`config.mk`:
```
export PLATFORM = sky130hd
export DESIGN_NAME = wdc_top
export DESIGN_NICKNAME = d
export VERILOG_FILES = /design/src/core/wdc_pkg.sv /design/src/core/wdc_prescale.sv /design/src/core/wdc_top.sv
export SDC_FILE = /design/constraint.sdc
export NUM_CORES = 1
export LEC_CHECK = 0
export BUFFER_PORTS_ARGS = -buffer_cell sky130_fd_sc_hd__buf_4
export CAP_MARGIN = 20
export CORE_UTILIZATION = 45
export CTS_BUF_LIST = sky130_fd_sc_hd__clkbuf_8 sky130_fd_sc_hd__clkbuf_16
export DETAILED_ROUTE_END_ITERATION = 8
export PLACE_DENSITY = 0.6
export SYNTH_ARGS = -nofsm -noshare
export SYNTH_HDL_FRONTEND = slang
export SYNTH_HIERARCHICAL = 1
export SYNTH_SLANG_ARGS = --single-unit
export TNS_END_PERCENT = 50
```
`constraint.sdc`:
```
create_clock -name clock -period 6.09 [get_ports clock]
set_input_delay 1.218 -clock clock [delete_from_list [all_inputs] [get_ports clock]]
set_output_delay 1.218 -clock clock [all_outputs]
set_load 0.05 [all_outputs]
```
`src/core/wdc_pkg.sv`:
```
`default_nettype none

package wdc_pkg;

    // ------------------------------------------------------------
    // Register bus
    // ------------------------------------------------------------
    localparam int ADDR_W = 4;
    localparam int DATA_W = 8;

    typedef struct packed {
        logic [ADDR_W-1:0] addr;
        logic [DATA_W-1:0] wdata;
        logic we;
        logic re;
    } wdc_bus_req_s;

    localparam logic [ADDR_W-1:0] OFS_CONTROL_STATUS_ONE = 4'h0;
    localparam logic [ADDR_W-1:0] OFS_CONTROL_STATUS_TWO = 4'h1;
    localparam logic [ADDR_W-1:0] OFS_WATCHDOG_COUNT = 4'h2;
    localparam logic [ADDR_W-1:0] OFS_WATCHDOG_CLOCK_CHOICE = 4'h3;
    localparam logic [ADDR_W-1:0] OFS_IRQ_STATUS = 4'h4;
    localparam logic [ADDR_W-1:0] OFS_IRQ_MASK = 4'h5;

    // ------------------------------------------------------------
    // Field positions
    // ------------------------------------------------------------
    localparam int CS1_RESET_FLAG_POS = 0;
    localparam int CS1_RUN_POS = 1;
    localparam int CS1_RUN_GUARD_POS = 2;

    localparam int CS2_OVERFLOW_FLAG_POS = 7;
    localparam int CS2_MODE_GUARD_POS = 6;
    localparam int CS2_MODE_POS = 5;
    localparam int CS2_BIT3_GUARD_POS = 4;
    localparam int CS2_IRQ_ENABLE_POS = 3;

    localparam int IRQ_INTERVAL_POS = 0;
    localparam int IRQ_WATCHDOG_POS = 1;
    localparam int IRQ_BITS = 2;

    // ------------------------------------------------------------
    // Reset and read-back values
    // ------------------------------------------------------------
    localparam logic [DATA_W-1:0] COUNT_RESET = 8'h00;
    localparam logic [DATA_W-1:0] COUNT_MAX = 8'hFF;
    localparam logic [3:0] CLOCK_CODE_RESET = 4'h0;
    localparam logic [DATA_W-1:0] CLOCK_CHOICE_RSVD = 8'hF0;
    localparam logic [DATA_W-1:0] CS2_RSVD = 8'h07;
    localparam logic RUN_RESET = 1'b1;
    localparam logic MODE_RESET = 1'b0;
    localparam logic IRQ_ENABLE_RESET = 1'b0;

    // ------------------------------------------------------------
    // Timing
    // ------------------------------------------------------------
    localparam int OSC_DIV_LOG2 = 11;
    localparam int WATCH_DIV_LOG2 = 8;
    localparam int SYS_DIV_LOG2 = 12;
    localparam int OSC_RESET_CYCLES = 512;
    localparam int HOLD_W = 10;

    typedef enum logic {
        WDC_MODE_WATCHDOG,
        WDC_MODE_INTERVAL
    } wdc_mode_e;

endpackage

`default_nettype wire

```
`src/core/wdc_prescale.sv`:
```
`timescale 1ns/1ps
`default_nettype none

// Free-running divider chain; bit n toggles every 2**n enabled steps.
module wdc_prescale #(
    parameter int WIDTH = 12
) (
    input wire logic clock,
    input wire logic arst_n,
    input wire logic step_en,
    output logic [WIDTH-1:0] count
);

    logic [WIDTH-1:0] count_ff;

    always_ff @(posedge clock or negedge arst_n) begin
        if (!arst_n) begin
            count_ff <= '0;
        end else if (step_en) begin
            count_ff <= count_ff + 1'b1;
        end
    end

    assign count = count_ff;

endmodule // wdc_prescale

`default_nettype wire

```
`src/core/wdc_top.sv`:
```
// Decided for this implementation: strobed register access and the placing of the registers.
`timescale 1ns/1ps
`default_nettype none

module wdc_top #(
    parameter int SYS_TOP_DIV_LOG2 = 13
) (
    input wire logic clock,
    input wire logic arst_n,
    input wire wdc_pkg::wdc_bus_req_s bus_req,
    output logic [wdc_pkg::DATA_W-1:0] rdata,
    input wire logic onchip_osc_clock,
    input wire logic watch_clock,
    output logic internal_reset,
    output logic interval_irq,
    output logic irq
);

    // ------------------------------------------------------------
    // Helpers
    // ------------------------------------------------------------
    // Divided tick: the enable is high and all lower chain bits are ones.
    function automatic logic div_tick(input logic [15:0] chain, input int log2, input logic en);
        logic [15:0] low_mask;
        low_mask = 16'hFFFF >> (16 - log2);
        div_tick = en && ((chain & low_mask) == low_mask);
    endfunction

    function automatic logic is_write(input wdc_pkg::wdc_bus_req_s req,
                                      input logic [wdc_pkg::ADDR_W-1:0] ofs);
        is_write = req.we && (req.addr == ofs);
    endfunction

    // Clear-only flag: hardware set wins over a software clear
    function automatic logic clear_only(input logic cur, input logic set,
                                        input logic wr, input logic wbit);
        clear_only = set || (cur && !(wr && !wbit));
    endfunction

    // ------------------------------------------------------------
    // Pin synchronisers
    // ------------------------------------------------------------
    // A level counts only once stages two and three agree; this filters
    // a single-cycle glitch at the cost of one cycle of latency.
    logic [2:0] osc_sync_ff;
    logic [2:0] watch_sync_ff;
    logic osc_level_ff;
    logic watch_level_ff;
    logic osc_rise;
    logic watch_rise;

    always_ff @(posedge clock or negedge arst_n) begin
        if (!arst_n) begin
            osc_sync_ff <= 3'h0;
            watch_sync_ff <= 3'h0;
        end else begin
            osc_sync_ff <= {osc_sync_ff[1:0], onchip_osc_clock};
            watch_sync_ff <= {watch_sync_ff[1:0], watch_clock};
        end
    end

    always_ff @(posedge clock or negedge arst_n) begin
        if (!arst_n) begin
            osc_level_ff <= 1'b0;
            watch_level_ff <= 1'b0;
        end else begin
            osc_level_ff <= (osc_sync_ff[1] == osc_sync_ff[2]) ? osc_sync_ff[2] : osc_level_ff;
            watch_level_ff <= (watch_sync_ff[1] == watch_sync_ff[2]) ? watch_sync_ff[2]
                : watch_level_ff;
        end
    end

    assign osc_rise = (osc_sync_ff[1] == osc_sync_ff[2]) && osc_sync_ff[2] && !osc_level_ff;
    assign watch_rise = (watch_sync_ff[1] == watch_sync_ff[2]) && watch_sync_ff[2]
        && !watch_level_ff;

    // ------------------------------------------------------------
    // Prescalers
    // ------------------------------------------------------------
    logic [15:0] osc_chain;
    logic [15:0] watch_chain;
    logic [15:0] sys_chain;

    wdc_prescale #(.WIDTH(16)) u_osc_div (
        .clock(clock), .arst_n(arst_n), .step_en(osc_rise), .count(osc_chain)
    );

    wdc_prescale #(.WIDTH(16)) u_watch_div (
        .clock(clock), .arst_n(arst_n), .step_en(watch_rise), .count(watch_chain)
    );

    wdc_prescale #(.WIDTH(16)) u_sys_div (
        .clock(clock), .arst_n(arst_n), .step_en(1'b1), .count(sys_chain)
    );

    // ------------------------------------------------------------
    // Registers
    // ------------------------------------------------------------
    logic [7:0] count_ff;
    logic [3:0] clock_code_ff;
    logic run_ff;
    logic reset_flag_ff;
    logic mode_ff;
    logic irq_enable_ff;
    logic overflow_flag_ff;
    logic [wdc_pkg::IRQ_BITS-1:0] irq_status_ff;
    logic [wdc_pkg::IRQ_BITS-1:0] irq_mask_ff;
    logic [wdc_pkg::DATA_W-1:0] rdata_ff;
    localparam int HOLD_W = wdc_pkg::HOLD_W;
    logic [wdc_pkg::HOLD_W-1:0] hold_cnt_ff;
    logic internal_reset_ff;
    logic interval_irq_ff;
    logic irq_ff;

    logic wr_cs1;
    logic wr_cs2;
    logic wr_count;
    logic wr_choice;
    logic [7:0] wd;

    assign wd = bus_req.wdata;
    assign wr_cs1 = is_write(bus_req, wdc_pkg::OFS_CONTROL_STATUS_ONE);
    assign wr_cs2 = is_write(bus_req, wdc_pkg::OFS_CONTROL_STATUS_TWO);
    assign wr_count = is_write(bus_req, wdc_pkg::OFS_WATCHDOG_COUNT);
    assign wr_choice = is_write(bus_req, wdc_pkg::OFS_WATCHDOG_CLOCK_CHOICE);

    // ------------------------------------------------------------
    // Clock source selection
    // ------------------------------------------------------------
    logic count_tick;

    always_comb begin
        count_tick = 1'b0;
        unique casez (clock_code_ff)
            4'b00??: count_tick = div_tick(osc_chain, wdc_pkg::OSC_DIV_LOG2, osc_rise);
            4'b0100: count_tick = div_tick(watch_chain, 4, watch_rise);
            4'b0101: count_tick = div_tick(watch_chain, wdc_pkg::WATCH_DIV_LOG2, watch_rise);
            4'b011?: count_tick = 1'b0;
            4'b1111: count_tick = div_tick(sys_chain, SYS_TOP_DIV_LOG2, 1'b1);
            // 1000 -> /64 ... 1110 -> /4096, one power of two per step
            default: count_tick = div_tick(sys_chain, 6 + int'(clock_code_ff[2:0]), 1'b1);
        endcase
    end

    // ------------------------------------------------------------
    // Counter
    // ------------------------------------------------------------
    logic overflow;

    // A bus write in the same cycle as a tick wins; the tick is lost,
    // which keeps the written start value exact.
    assign overflow = run_ff && count_tick && !wr_count && (count_ff == wdc_pkg::COUNT_MAX);

    always_ff @(posedge clock or negedge arst_n) begin
        if (!arst_n) begin
            count_ff <= wdc_pkg::COUNT_RESET;
        end else if (wr_count) begin
            count_ff <= wd;
        end else if (run_ff && count_tick) begin
            count_ff <= count_ff + 8'h01;
        end
    end

    always_ff @(posedge clock or negedge arst_n) begin
        if (!arst_n) begin
            clock_code_ff <= wdc_pkg::CLOCK_CODE_RESET;
        end else if (wr_choice) begin
            clock_code_ff <= wd[3:0];
        end
    end

    // ------------------------------------------------------------
    // Control and status one
    // ------------------------------------------------------------
    always_ff @(posedge clock or negedge arst_n) begin
        if (!arst_n) begin
            run_ff <= wdc_pkg::RUN_RESET;
        end else if (wr_cs1 && !wd[wdc_pkg::CS1_RUN_GUARD_POS]) begin
            run_ff <= wd[wdc_pkg::CS1_RUN_POS];
        end
    end

    always_ff @(posedge clock or negedge arst_n) begin
        if (!arst_n) begin
            reset_flag_ff <= 1'b0;
        end else begin
            reset_flag_ff <= clear_only(reset_flag_ff, overflow, wr_cs1,
                wd[wdc_pkg::CS1_RESET_FLAG_POS]);
        end
    end

    // ------------------------------------------------------------
    // Control and status two
    // ------------------------------------------------------------
    always_ff @(posedge clock or negedge arst_n) begin
        if (!arst_n) begin
            mode_ff <= wdc_pkg::MODE_RESET;
        end else if (wr_cs2 && !wd[wdc_pkg::CS2_MODE_GUARD_POS]) begin
            mode_ff <= wd[wdc_pkg::CS2_MODE_POS];
        end
    end

    always_ff @(posedge clock or negedge arst_n) begin
        if (!arst_n) begin
            irq_enable_ff <= wdc_pkg::IRQ_ENABLE_RESET;
        end else if (wr_cs2 && !wd[wdc_pkg::CS2_BIT3_GUARD_POS]) begin
            irq_enable_ff <= wd[wdc_pkg::CS2_IRQ_ENABLE_POS];
        end
    end

    always_ff @(posedge clock or negedge arst_n) begin
        if (!arst_n) begin
            overflow_flag_ff <= 1'b0;
        end else begin
            overflow_flag_ff <= clear_only(overflow_flag_ff, overflow, wr_cs2,
                wd[wdc_pkg::CS2_OVERFLOW_FLAG_POS]);
        end
    end

    // ------------------------------------------------------------
    // Internal reset pulse
    // ------------------------------------------------------------
    // Held for a fixed number of oscillator edges, not system cycles, so
    // the width stays the same whatever clock the counter runs on.
    logic wd_overflow;

    assign wd_overflow = overflow && (mode_ff == wdc_pkg::WDC_MODE_WATCHDOG);

    always_ff @(posedge clock or negedge arst_n) begin
        if (!arst_n) begin
            internal_reset_ff <= 1'b0;
            hold_cnt_ff <= '0;
        end else if (wd_overflow) begin
            internal_reset_ff <= 1'b1;
            hold_cnt_ff <= HOLD_W'(wdc_pkg::OSC_RESET_CYCLES);
        end else if (internal_reset_ff && osc_rise) begin
            hold_cnt_ff <= hold_cnt_ff - 1'b1;
            if (hold_cnt_ff == HOLD_W'(1)) begin
                internal_reset_ff <= 1'b0;
            end
        end
    end

    // ------------------------------------------------------------
    // Interval interrupt request
    // ------------------------------------------------------------
    // Request follows the flag while in interval mode with the enable set, so it stays up until software clears the flag or the enable.
    always_ff @(posedge clock or negedge arst_n) begin
        if (!arst_n) begin
            interval_irq_ff <= 1'b0;
        end else begin
            interval_irq_ff <= (mode_ff == wdc_pkg::WDC_MODE_INTERVAL) && irq_enable_ff
                && clear_only(overflow_flag_ff, overflow, wr_cs2,
                    wd[wdc_pkg::CS2_OVERFLOW_FLAG_POS]);
        end
    end

    // ------------------------------------------------------------
    // Event status, mask and interrupt line
    // ------------------------------------------------------------
    logic [wdc_pkg::IRQ_BITS-1:0] irq_events;
    logic [wdc_pkg::IRQ_BITS-1:0] irq_clear;
    logic [wdc_pkg::IRQ_BITS-1:0] nxt_irq_status;

    always_comb begin
        irq_events = '0;
        irq_events[wdc_pkg::IRQ_INTERVAL_POS] = overflow && (mode_ff == wdc_pkg::WDC_MODE_INTERVAL);
        irq_events[wdc_pkg::IRQ_WATCHDOG_POS] = wd_overflow;
    end

    assign irq_clear = is_write(bus_req, wdc_pkg::OFS_IRQ_STATUS) ?
        wd[wdc_pkg::IRQ_BITS-1:0] : '0;
    assign nxt_irq_status = irq_events | (irq_status_ff & ~irq_clear);

    always_ff @(posedge clock or negedge arst_n) begin
        if (!arst_n) begin
            irq_status_ff <= '0;
        end else begin
            irq_status_ff <= nxt_irq_status;
        end
    end

    always_ff @(posedge clock or negedge arst_n) begin
        if (!arst_n) begin
            irq_mask_ff <= '0;
        end else if (is_write(bus_req, wdc_pkg::OFS_IRQ_MASK)) begin
            irq_mask_ff <= wd[wdc_pkg::IRQ_BITS-1:0];
        end
    end

    always_ff @(posedge clock or negedge arst_n) begin
        if (!arst_n) begin
            irq_ff <= 1'b0;
        end else begin
            irq_ff <= |(nxt_irq_status & irq_mask_ff);
        end
    end

    // ------------------------------------------------------------
    // Read path
    // ------------------------------------------------------------
    logic [7:0] rd_mux;

    always_comb begin
        rd_mux = 8'h00;
        unique case (bus_req.addr)
            wdc_pkg::OFS_CONTROL_STATUS_ONE: begin
                rd_mux[wdc_pkg::CS1_RESET_FLAG_POS] = reset_flag_ff;
                rd_mux[wdc_pkg::CS1_RUN_POS] = run_ff;
                rd_mux[wdc_pkg::CS1_RUN_GUARD_POS] = 1'b1;
            end
            wdc_pkg::OFS_CONTROL_STATUS_TWO: begin
                rd_mux = wdc_pkg::CS2_RSVD;
                rd_mux[wdc_pkg::CS2_OVERFLOW_FLAG_POS] = overflow_flag_ff;
                rd_mux[wdc_pkg::CS2_MODE_GUARD_POS] = 1'b1;
                rd_mux[wdc_pkg::CS2_MODE_POS] = mode_ff;
                rd_mux[wdc_pkg::CS2_BIT3_GUARD_POS] = 1'b1;
                rd_mux[wdc_pkg::CS2_IRQ_ENABLE_POS] = irq_enable_ff;
            end
            wdc_pkg::OFS_WATCHDOG_COUNT: rd_mux = count_ff;
            wdc_pkg::OFS_WATCHDOG_CLOCK_CHOICE: rd_mux = wdc_pkg::CLOCK_CHOICE_RSVD
                | {4'h0, clock_code_ff};
            wdc_pkg::OFS_IRQ_STATUS: rd_mux = {6'h00, irq_status_ff};
            wdc_pkg::OFS_IRQ_MASK: rd_mux = {6'h00, irq_mask_ff};
            default: rd_mux = 8'h00;
        endcase
    end

    // Data stand only in the cycle after the read strobe
    always_ff @(posedge clock or negedge arst_n) begin
        if (!arst_n) begin
            rdata_ff <= 8'h00;
        end else begin
            rdata_ff <= bus_req.re ? rd_mux : 8'h00;
        end
    end

    // ------------------------------------------------------------
    // Outputs
    // ------------------------------------------------------------
    assign rdata = rdata_ff;
    assign internal_reset = internal_reset_ff;
    assign interval_irq = interval_irq_ff;
    assign irq = irq_ff;

endmodule // wdc_top

`default_nettype wire

```
==> flow_summary.json, run 1 <==
{
  "wirelength_mm": 8.563,
  "drtPass1Iterations": 4,
  "p_leak_nw": 2.110,
  "syn_avg_cell_area_sq_um": 10.62,
  "worst_ep_arrival_time_ns": 3.04,
  "r2r_end": "irq",
  "start_util_pct": 46.30,
  "min_to": "watch_sync_ff[1]",
  "drc_errors": 0,
  "hold_viol": 0,
  "grt_pass1_wl_mm": 14.75,
  "grt-ovfl-total": 0,
  "die_h_um": 99.50,
  "cp-end-kind": "flip-flop",
  "crit_family": "simple AND/OR/NAND/NOR gates",
  "htree_num_levels": 3,
  "hold_path_depth": 0,
  "path_class": "in2reg",
  "cts_tree": "yes",
  "fin_crit_ns": 2.802,
  "grt_max_degree": 86,
  "route.vias.total": 3039,
  "dp_hpwl_mm": 6.061,
  "area_growth_pct": 13.86,
  "num_antenna_cells": 0,
  "rsz0062_at_grt": "no",
  "cts_inserted_buffers": 9,
  "postCtsHoldBufs": 0,
  "mostFrequentLayoutCells": "dfrtp_1, nor2_1, nand2_1, buf_4, xnor2_1",
  "path_clk_slew_ns": 0.09,
  "rows": 35,
  "cts.sinks": 85,
  "die_area_sq_um": 9900,
  "dpl_cell_area_sq_um": 4619,
  "worstReg2RegStart": "clock_code_ff[1]",
  "worstSetupStartpointType": "input pin",
  "peakVddDrop_mv": 0.1604,
  "die_w_um": 99.50,
  "drt_iter0_markers": 87,
  "rr_worst_depth": 8,
  "final_cells": 573,
  "drive_gt1_share_pct": 17.34,
  "dp_cells": 554,
  "hold_path_class": "reg2reg",
  "min_from": "watch_sync_ff[0]",
  "core_region_area_sq_um": 9240,
  "pin_count": 29,
  "cpPeakStageDelay_ns": 0.50,
  "io_buffers": 28,
  "max-slew-margin-rel_pct": 47.83,
  "syn_inst": 403,
  "avgViaCountPerCell": 5.304,
  "clk_latency_ns": 0.35,
  "ff_latch_area_sq_um": 2128,
  "max_freq_mhz": 356.9,
  "netlist_area_sq_um": 4278,
  "cts_resized": 0,
  "outcome": "finished clean",
  "critPathRequiredTime_ns": 6.33,
  "yosys_warnings": 6,
  "clockBufferDepth": 2,
  "fillers": 838,
  "layout_commonest_cell": "dfrtp_1",
  "grt.total_usage_pct": 19.22,
  "setup_viol": 0,
  "tightestPinTransition_ns": 0.7826,
  "post-route-period-util_pct": 46.01,
  "antenna_found_initial": 0,
  "num-nets-final": 472,
  "powerDensity_nw_per_um2": 336.6,
  "tns_ns": 0,
  "multi_input_area_sq_um": 2059,
  "maxSlewViolCount": 0,
  "grt_pass1_vias": 2946,
  "critical_path_buf_inv_count": 2,
  "cts_setup_buffers": 0,
  "crit_fanout": 17,
  "fin_area_sq_um": 4871,
  "gp_routability_congestion": 0.8614,
  "path_cells": "buf_4 -> nor3b_1 -> nand3b_1 -> nand4_1 -> nor4_2 -> clkbuf_4 -> a21o_1",
  "crit_slowest_cell": "nand3b_1",
  "reg2reg_slack_ns": 3.35,
  "skew_ns": 0.01267,
  "cts_root_buf": "clkbuf_8",
  "antenna_left": 0,
  "maxCapViolations": 0,
  "wl_per_cell_um": 14.94
}
per-layer routing:
layer / share of wire (%) / GRT usage, % / vias to the layer above
li1: - / - / 1498
met1: 49 / 26.72 / 1491
met2: 47 / 29.70 / 38
met3: 2.7 / 4.708 / 12
met4: 1.4 / 6.109 / 0
met5: 0 / 0 / -
worst register-to-register path, stage by stage (launching register included):
cell and delay, ns:
dfrtp_1 0.55, ha_1 0.24, inv_1 0.05, ha_1 0.31, a31oi_1 0.09, nor2_1 0.17, a41oi_2 0.43, or3_1 0.65
o21ai_2 0.18
worst max path at each step:
stage / from / to / cells after the start / slack [ns]
final: bus_req[12] / internal_reset / 7 / 3.29
after global routing: bus_req[12] / hold_cnt_ff[1] / 7 / 3.07
after CTS: clock_code_ff[1] / hold_cnt_ff[7] / 8 / 3.02
after detailed placement: bus_req[1] / hold_cnt_ff[2] / 6 / 2.86
after global placement: bus_req[1] / hold_cnt_ff[2] / 6 / 2.87
after floorplan: bus_req[12] / irq_status_ff[1] / 7 / 3.45
area by class of cell:
cell class | count | share of cell area (%)
Timing Repair Buffer | 31 | 5.189
Multi-Input combinational cell | 296 | 42.28
Inverter | 16 | 1.233
Clock inverter | 6 | 1.464
Clock buffer | 10 | 2.826
Tap cell | 129 | 3.314
Sequential cell | 85 | 43.69
registers in the layout (all words and copies together) (netlist names), 2 cells and up:
name               count
u_osc_div/count       11
u_sys_div/count       16
rdata                  8
u_watch_div/count      8
osc_sync_ff            3
hold_cnt_ff           10
irq_status_ff          2
clock_code_ff          4
count_ff               8
irq_mask_ff            2
watch_sync_ff          3
power breakdown:
part | internal [mW] | switching, mW
Combinational | 0.170 | 0.199
Clock | 0.204 | 0.211
Sequential | 0.679 | 0.176
per-stage QoR:
step	hold slack, ns	utilization [%]	power, mW	setup WS, ns
finish	0.3606	52.72	1.639	3.288
global route	0.3648	52.72	1.757	3.068
CTS	0.3596	52.25	1.650	3.017
detailed placement	0.3378	49.99	1.232	2.858
global placement	0.3332	49.99	1.216	2.871
floorplan	0.3312	-	1.104	3.448
No activity file was read; power rests on OpenSTA's default activity.
==> inputs of run 2 (changes only) <==
--- a/config.mk
+++ b/config.mk
@@ -10,7 +10,7 @@
 export CORE_UTILIZATION = 45
 export CTS_BUF_LIST = sky130_fd_sc_hd__clkbuf_8 sky130_fd_sc_hd__clkbuf_16
 export DETAILED_ROUTE_END_ITERATION = 8
-export PLACE_DENSITY = 0.6
+export PLACE_DENSITY = 0.62
 export SYNTH_ARGS = -nofsm -noshare
 export SYNTH_HDL_FRONTEND = slang
 export SYNTH_HIERARCHICAL = 1
==> constraint.sdc (replaced) <==
create_clock -name clock -period 2.43 [get_ports clock]
set_input_delay 0.486 -clock clock [delete_from_list [all_inputs] [get_ports clock]]
set_output_delay 0.486 -clock clock [all_outputs]
set_load 0.05 [all_outputs]
==> run 2 against run 1 <==
Net effect: the run now ends with setup timing left; final cell count is 3.5% higher; utilization increased by 2.2 points; first-iteration DRC count increased by 11%; highest routed layer unchanged; setup slack worse by 3.3 ns.
==> flow_summary.json, run 2 (synthesis gave the netlist of run 1 again) <==
{
  "outcome": "finished, violations left",
  "violations": "setup timing",
  "crit_slowest_cell": "or4_1",
  "worstReg2RegStart": "clock_code_ff[1]",
  "setup_viol": 1,
  "peakVddDrop_mv": 0.4309,
  "clockBufferDepth": 2,
  "die_h_um": 99.50,
  "worst_ep_arrival_time_ns": 2.73,
  "hold_viol": 0,
  "drive_gt1_share_pct": 22.41,
  "final_cells": 593,
  "path_class": "reg2reg",
  "pwr-share-seq_pct": 49.3,
  "drc_errors": 0,
  "cts.sinks": 85,
  "largest_reg_flops": 16,
  "grt_pass1_vias": 3079,
  "crit_fanout": 17,
  "clk_latency_ns": 0.36,
  "avgViaCountPerCell": 5.302,
  "rr_worst_depth": 10,
  "postCtsHoldBufs": 0,
  "tightestPinTransition_ns": 0.5864,
  "start_util_pct": 46.30,
  "ff_latch_area_sq_um": 2130,
  "critPathRequiredTime_ns": 2.71,
  "powerDensity_nw_per_um2": 836.3,
  "max_freq_mhz": 407.9,
  "antenna_left": 0,
  "fillers": 827,
  "cts_inserted_buffers": 9,
  "gp_routability_congestion": 0.8105,
  "critical_path_buf_inv_count": 3,
  "rows": 35,
  "setup_slack_ns": -0.02172,
  "grt.total_usage_pct": 19.79,
  "skew_ns": 0.01560,
  "p_clk_share_pct": 23.7,
  "path_clk_slew_ns": 0.10,
  "cp.depth": 10,
  "grt_max_degree": 46,
  "rsz0062_at_grt": "yes",
  "cts_root_buf": "clkbuf_8",
  "multi_input_area_sq_um": 2133,
  "pin_count": 29,
  "maxSlewViolCount": 0,
  "die_area_sq_um": 9900,
  "antenna_found_initial": 0,
  "comb_power_share_pct": 27.0,
  "dp_cells": 573,
  "maxCapViolations": 0,
  "crit_family": "compound AO/OA/AOI/OAI gates",
  "wirelength_mm": 9.138,
  "p_sw_mw": 1.523,
  "grt_pass1_wl_mm": 15.16,
  "drtPass1Iterations": 4,
  "die_w_um": 99.50,
  "num-nets-final": 493,
  "post-route-period-util_pct": 100.9,
  "path_cells": "buf_6 -> ha_2 -> inv_1 -> ha_4 -> a32oi_1 -> o21bai_1 -> a41oi_2 -> buf_12 -> or4_1 -> a31oi_1",
  "cp-end-kind": "flip-flop",
  "p_int_mw": 2.724,
  "layout_commonest_cell": "dfrtp_1",
  "cpPeakStageDelay_ns": 0.51,
  "io_buffers": 28,
  "reg2reg_slack_ns": -0.02,
  "area_growth_pct": 18.72,
  "htree_num_levels": 3,
  "fin_crit_ns": 2.452,
  "grt-ovfl-total": 0,
  "route.vias.total": 3144,
  "crit_path_end": "count_ff[4]",
  "worstSetupStartpointType": "flip-flop",
  "num_antenna_cells": 0,
  "hold_slack_ns": 0.1268,
  "sw_frac_of_total_pct": 35.86,
  "cp-startpoint": "clock_code_ff[1]",
  "core_region_area_sq_um": 9240,
  "wl_per_cell_um": 15.41,
  "hold_path_class": "in2async",
  "p_leak_nw": 2.212,
  "cts_tree": "yes",
  "mostFrequentLayoutCells": "dfrtp_1, buf_4, nor2_1, nand2_1, xnor2_1",
  "r2r_end": "count_ff[4]",
  "drt_iter0_markers": 97,
  "max-slew-margin-rel_pct": 60.91,
  "dp_hpwl_mm": 6.482
}
-- run 2: worst register-to-register path, delay by kind of cell (launching register included) --
| family | cells | cell delay [ns] |
|---|---|---|
| AO/OA/AOI/OAI | 4 | 0.64 |
| AND/OR/NAND/NOR | 1 | 0.52 |
| adder cells (fa/ha/maj) | 2 | 0.46 |
| buffers and inverters | 3 | 0.40 |
| flip-flops | 1 | 0.38 |
-- run 2: routing by layer --
layer	GRT usage, %	vias to the layer above	part of all wire, %
met2	32.00	57	47
met5	0	-	0
li1	-	1531	-
met4	5.882	0	1.3
met1	27.18	1543	49
met3	3.795	13	3.0
-- run 2: layout make-up --
| class | instances | share of cell area [%] |
|---|---|---|
| clock buffer | 9 | 2.439 |
| clock inverter | 6 | 1.404 |
| inverter | 16 | 1.183 |
| multi-input combinational | 297 | 42.01 |
| sequential | 85 | 41.93 |
| tap | 129 | 3.178 |
| timing repair buffer | 51 | 7.859 |
-- run 2: worst min path at each step --
stage | to | slack, ns | depth (start not counted)
after floorplan | clock_code_ff[0] | 0.19 | 0
after global placement | watch_sync_ff[1] | 0.34 | 0
after detailed placement | watch_sync_ff[1] | 0.34 | 0
after CTS | u_osc_div/count[0] | 0.15 | 1
after global routing | u_osc_div/count[1] | 0.17 | 1
final | u_osc_div/count[0] | 0.13 | 1
-- run 2: timing repair --
action                                  4_1_cts  5_1_grt
setup buffers                                 0        4
resized for setup                             3        8
endpoints found under the setup margin       25       25
gates cloned                                  0        1
pin swaps                                     1        7
-- run 2: power by group through the flow --
stage | combinational [mW] | clock (mW) | sequential [mW]
CTS | 1.09 | 1.03 | 2.09
finish | 1.15 | 1.01 | 2.09
global route | 1.30 | 1.08 | 2.15
floorplan | 0.681 | 0 | 2.09
detailed placement | 1.08 | 0 | 2.11
global placement | 1.05 | 0 | 2.10
-- run 2: stage by stage --
stage | setup slack (ns) | cell area (sq um) | util (%) | setup TNS [ns] | power [mW]
floorplan | 0.2122 | 4297 | - | 0 | 2.766
global placement | -0.05640 | 4775 | 51.67 | -0.4137 | 3.148
detailed placement | -0.2176 | 4775 | 51.67 | -2.994 | 3.193
CTS | -0.01688 | 4982 | 53.92 | -0.01688 | 4.213
global route | -0.08358 | 5079 | 54.96 | -0.4771 | 4.520
finish | -0.02172 | 5079 | 54.96 | -0.02172 | 4.247
==> inputs of run 3 (changes only) <==
--- a/config.mk
+++ b/config.mk
@@ -7,6 +7,7 @@
 export LEC_CHECK = 0
 export BUFFER_PORTS_ARGS = -buffer_cell sky130_fd_sc_hd__buf_4
 export CAP_MARGIN = 20
+export CORE_MARGIN = 5
 export CORE_UTILIZATION = 45
 export CTS_BUF_LIST = sky130_fd_sc_hd__clkbuf_8 sky130_fd_sc_hd__clkbuf_16
 export DETAILED_ROUTE_END_ITERATION = 8
==> run 3 against run 2 <==
Net effect: the run now ends clean; routed wire length increased by 0.38%; utilization increased by 1.1 points; via count is 0.99% higher; sequential share of layout area decreased by 0.77 points; first-iteration DRC count up 93%; clock power rose by 11%.
==> flow_summary.json, run 3 (synthesis gave the netlist of run 1 again) <==
{
  "rsz0062_at_grt": "yes",
  "worstSetupStartpointType": "flip-flop",
  "max_freq_mhz": 426.3,
  "multi_input_area_sq_um": 2155,
  "cts_tree": "yes",
  "powerDensity_nw_per_um2": 857.8,
  "p_leak_nw": 2.243,
  "outcome": "finished clean",
  "p_sw_mw": 1.536,
  "sw_frac_of_total_pct": 34.57,
  "htree_num_levels": 3,
  "hold_viol": 0,
  "final_cells": 592,
  "antenna_left": 0,
  "antenna_found_initial": 0,
  "grt-ovfl-total": 0,
  "hold_path_class": "in2async",
  "cts.sinks": 85,
  "busiest_layer": "met2",
  "fillers": 798,
  "maxSlewViolCount": 0,
  "cts_root_buf": "clkbuf_8",
  "num-nets-final": 491,
  "drt_iter0_markers": 187,
  "fin_crit_ns": 2.346,
  "grt_pass1_vias": 3179,
  "start_util_pct": 46.30,
  "wirelength_mm": 9.173,
  "peakVddDrop_mv": 0.4276,
  "gp_routability_congestion": 0.8124,
  "p_int_mw": 2.907,
  "die_w_um": 107.5,
  "layout_commonest_cell": "dfrtp_1",
  "pwr-share-seq_pct": 47.7,
  "worst_ep_arrival_time_ns": 2.62,
  "clockBufferDepth": 2,
  "reg2reg_slack_ns": 0.08,
  "maxCapViolations": 0,
  "drtPass1Iterations": 4,
  "grt_max_degree": 58,
  "use_met3_pct": 4.859,
  "drc_errors": 0,
  "route.vias.total": 3175,
  "largest_reg_flops": 16,
  "clk_latency_ns": 0.36,
  "dp_cells": 570,
  "postCtsHoldBufs": 0,
  "die_h_um": 107.5,
  "path_clk_slew_ns": 0.08,
  "p_clk_share_pct": 25.2,
  "area_growth_pct": 21.09,
  "use_met1_pct": 22.80,
  "post-route-period-util_pct": 96.53,
  "met2_usage_pct": 27.98,
  "path_class": "reg2reg",
  "crit_fanout": 6,
  "cts_inserted_buffers": 9,
  "wl_per_cell_um": 15.49,
  "core_region_area_sq_um": 9240,
  "pre_cts_ws_ns": -0.01874,
  "drive_gt1_share_pct": 24.62,
  "cp-end-kind": "flip-flop",
  "dp_hpwl_mm": 6.486,
  "power_mw": 4.443,
  "grt_pass1_wl_mm": 15.69,
  "setup_slack_ns": 0.08438,
  "critPathRequiredTime_ns": 2.70,
  "setup_viol": 0,
  "avgViaCountPerCell": 5.363,
  "grt.total_usage_pct": 17.18,
  "skew_ns": 0.01727,
  "ff_latch_area_sq_um": 2132,
  "io_buffers": 28,
  "rows": 35,
  "mostFrequentLayoutCells": "dfrtp_1, buf_4, nor2_1, nand2_1, xnor2_1",
  "fin_util_pct": 56.06,
  "pin_count": 29,
  "num_antenna_cells": 0,
  "comb_power_share_pct": 27.1,
  "die_area_sq_um": 11560
}
[run 3: changes by cell type in the layout (fill, tap and decap cells not counted), moves of 2 or more]
cell | previous run | this run
inv_6 | 2 | 0
dfrtp_1 | 83 | 81
ha_4 | 1 | 4
clkbuf_16 | 0 | 2
inv_2 | 0 | 5
ha_1 | 13 | 11
inv_1 | 16 | 11
dfrtp_2 | 1 | 3
buf_4 | 49 | 44
[run 3: worst max-delay path: stages (launching register included)]
cell	delay, ns
dfrtp_2	0.47
ha_4	0.16
inv_2	0.04
ha_4	0.27
a32oi_1	0.06
o21bai_1	0.23
a41oi_4	0.22
buf_12	0.19
or4_1	0.49
a31oi_1	0.15
[run 3: path summary, 6_finish.rpt]
path	startpoint	endpoint	cells past startpoint
setup / recovery	clock_code_ff[0]	count_ff[6]	9
hold / removal	arst_n	u_sys_div/count[2]	1
setup reg to reg	clock_code_ff[0]	count_ff[6]	9
hold reg to reg	osc_sync_ff[0]	osc_sync_ff[1]	0
max in group asynchronous	arst_n	run_ff	2
min in group clock	watch_clock	watch_sync_ff[0]	1
[run 3: layout make-up]
cell class	count	share of cell area (%)
clock inverter	6	1.715
timing repair buffer	50	8.551
sequential	85	41.16
clock buffer	10	2.657
multi-input combinational	296	41.59
inverter	16	1.208
tap	129	3.116
[run 3: timing repair]
action	4_1_cts	5_1_grt
buffers inserted	0	4
resized for setup	1	24
endpoints found under the setup margin	8	25
hold endpoints to repair	0	0
pin swaps	0	17
cloned	0	2
[run 3: through the flow]
stage | TNS, ns | hold WS [ns] | area [sq um]
floorplan | 0 | 0.1904 | 4297
global placement | 0 | 0.3329 | 4765
detailed placement | -0.03373 | 0.3347 | 4765
CTS | 0 | 0.05780 | 4992
global route | -0.02201 | 0.06465 | 5180
finish | 0 | 0.04887 | 5180
[run 3: per-layer routing]
| layer | part of all wire, % | vias to the layer above |
|---|---|---|
| li1 | - | 1535 |
| met2 | 48 | 66 |
| met1 | 46 | 1569 |
| met5 | 0 | - |
| met4 | 0.71 | 0 |
| met3 | 4.6 | 5 |
[run 3: power groups by stage]
stage,sequential (mW),combinational (mW),clock (mW)
2_1_floorplan,2.09,0.681,0
3_3_place_gp,2.12,0.999,0
3_5_place_dp,2.13,1.03,0
4_1_cts,2.11,1.03,1.16
5_1_grt,2.17,1.35,1.21
6_report,2.12,1.20,1.12
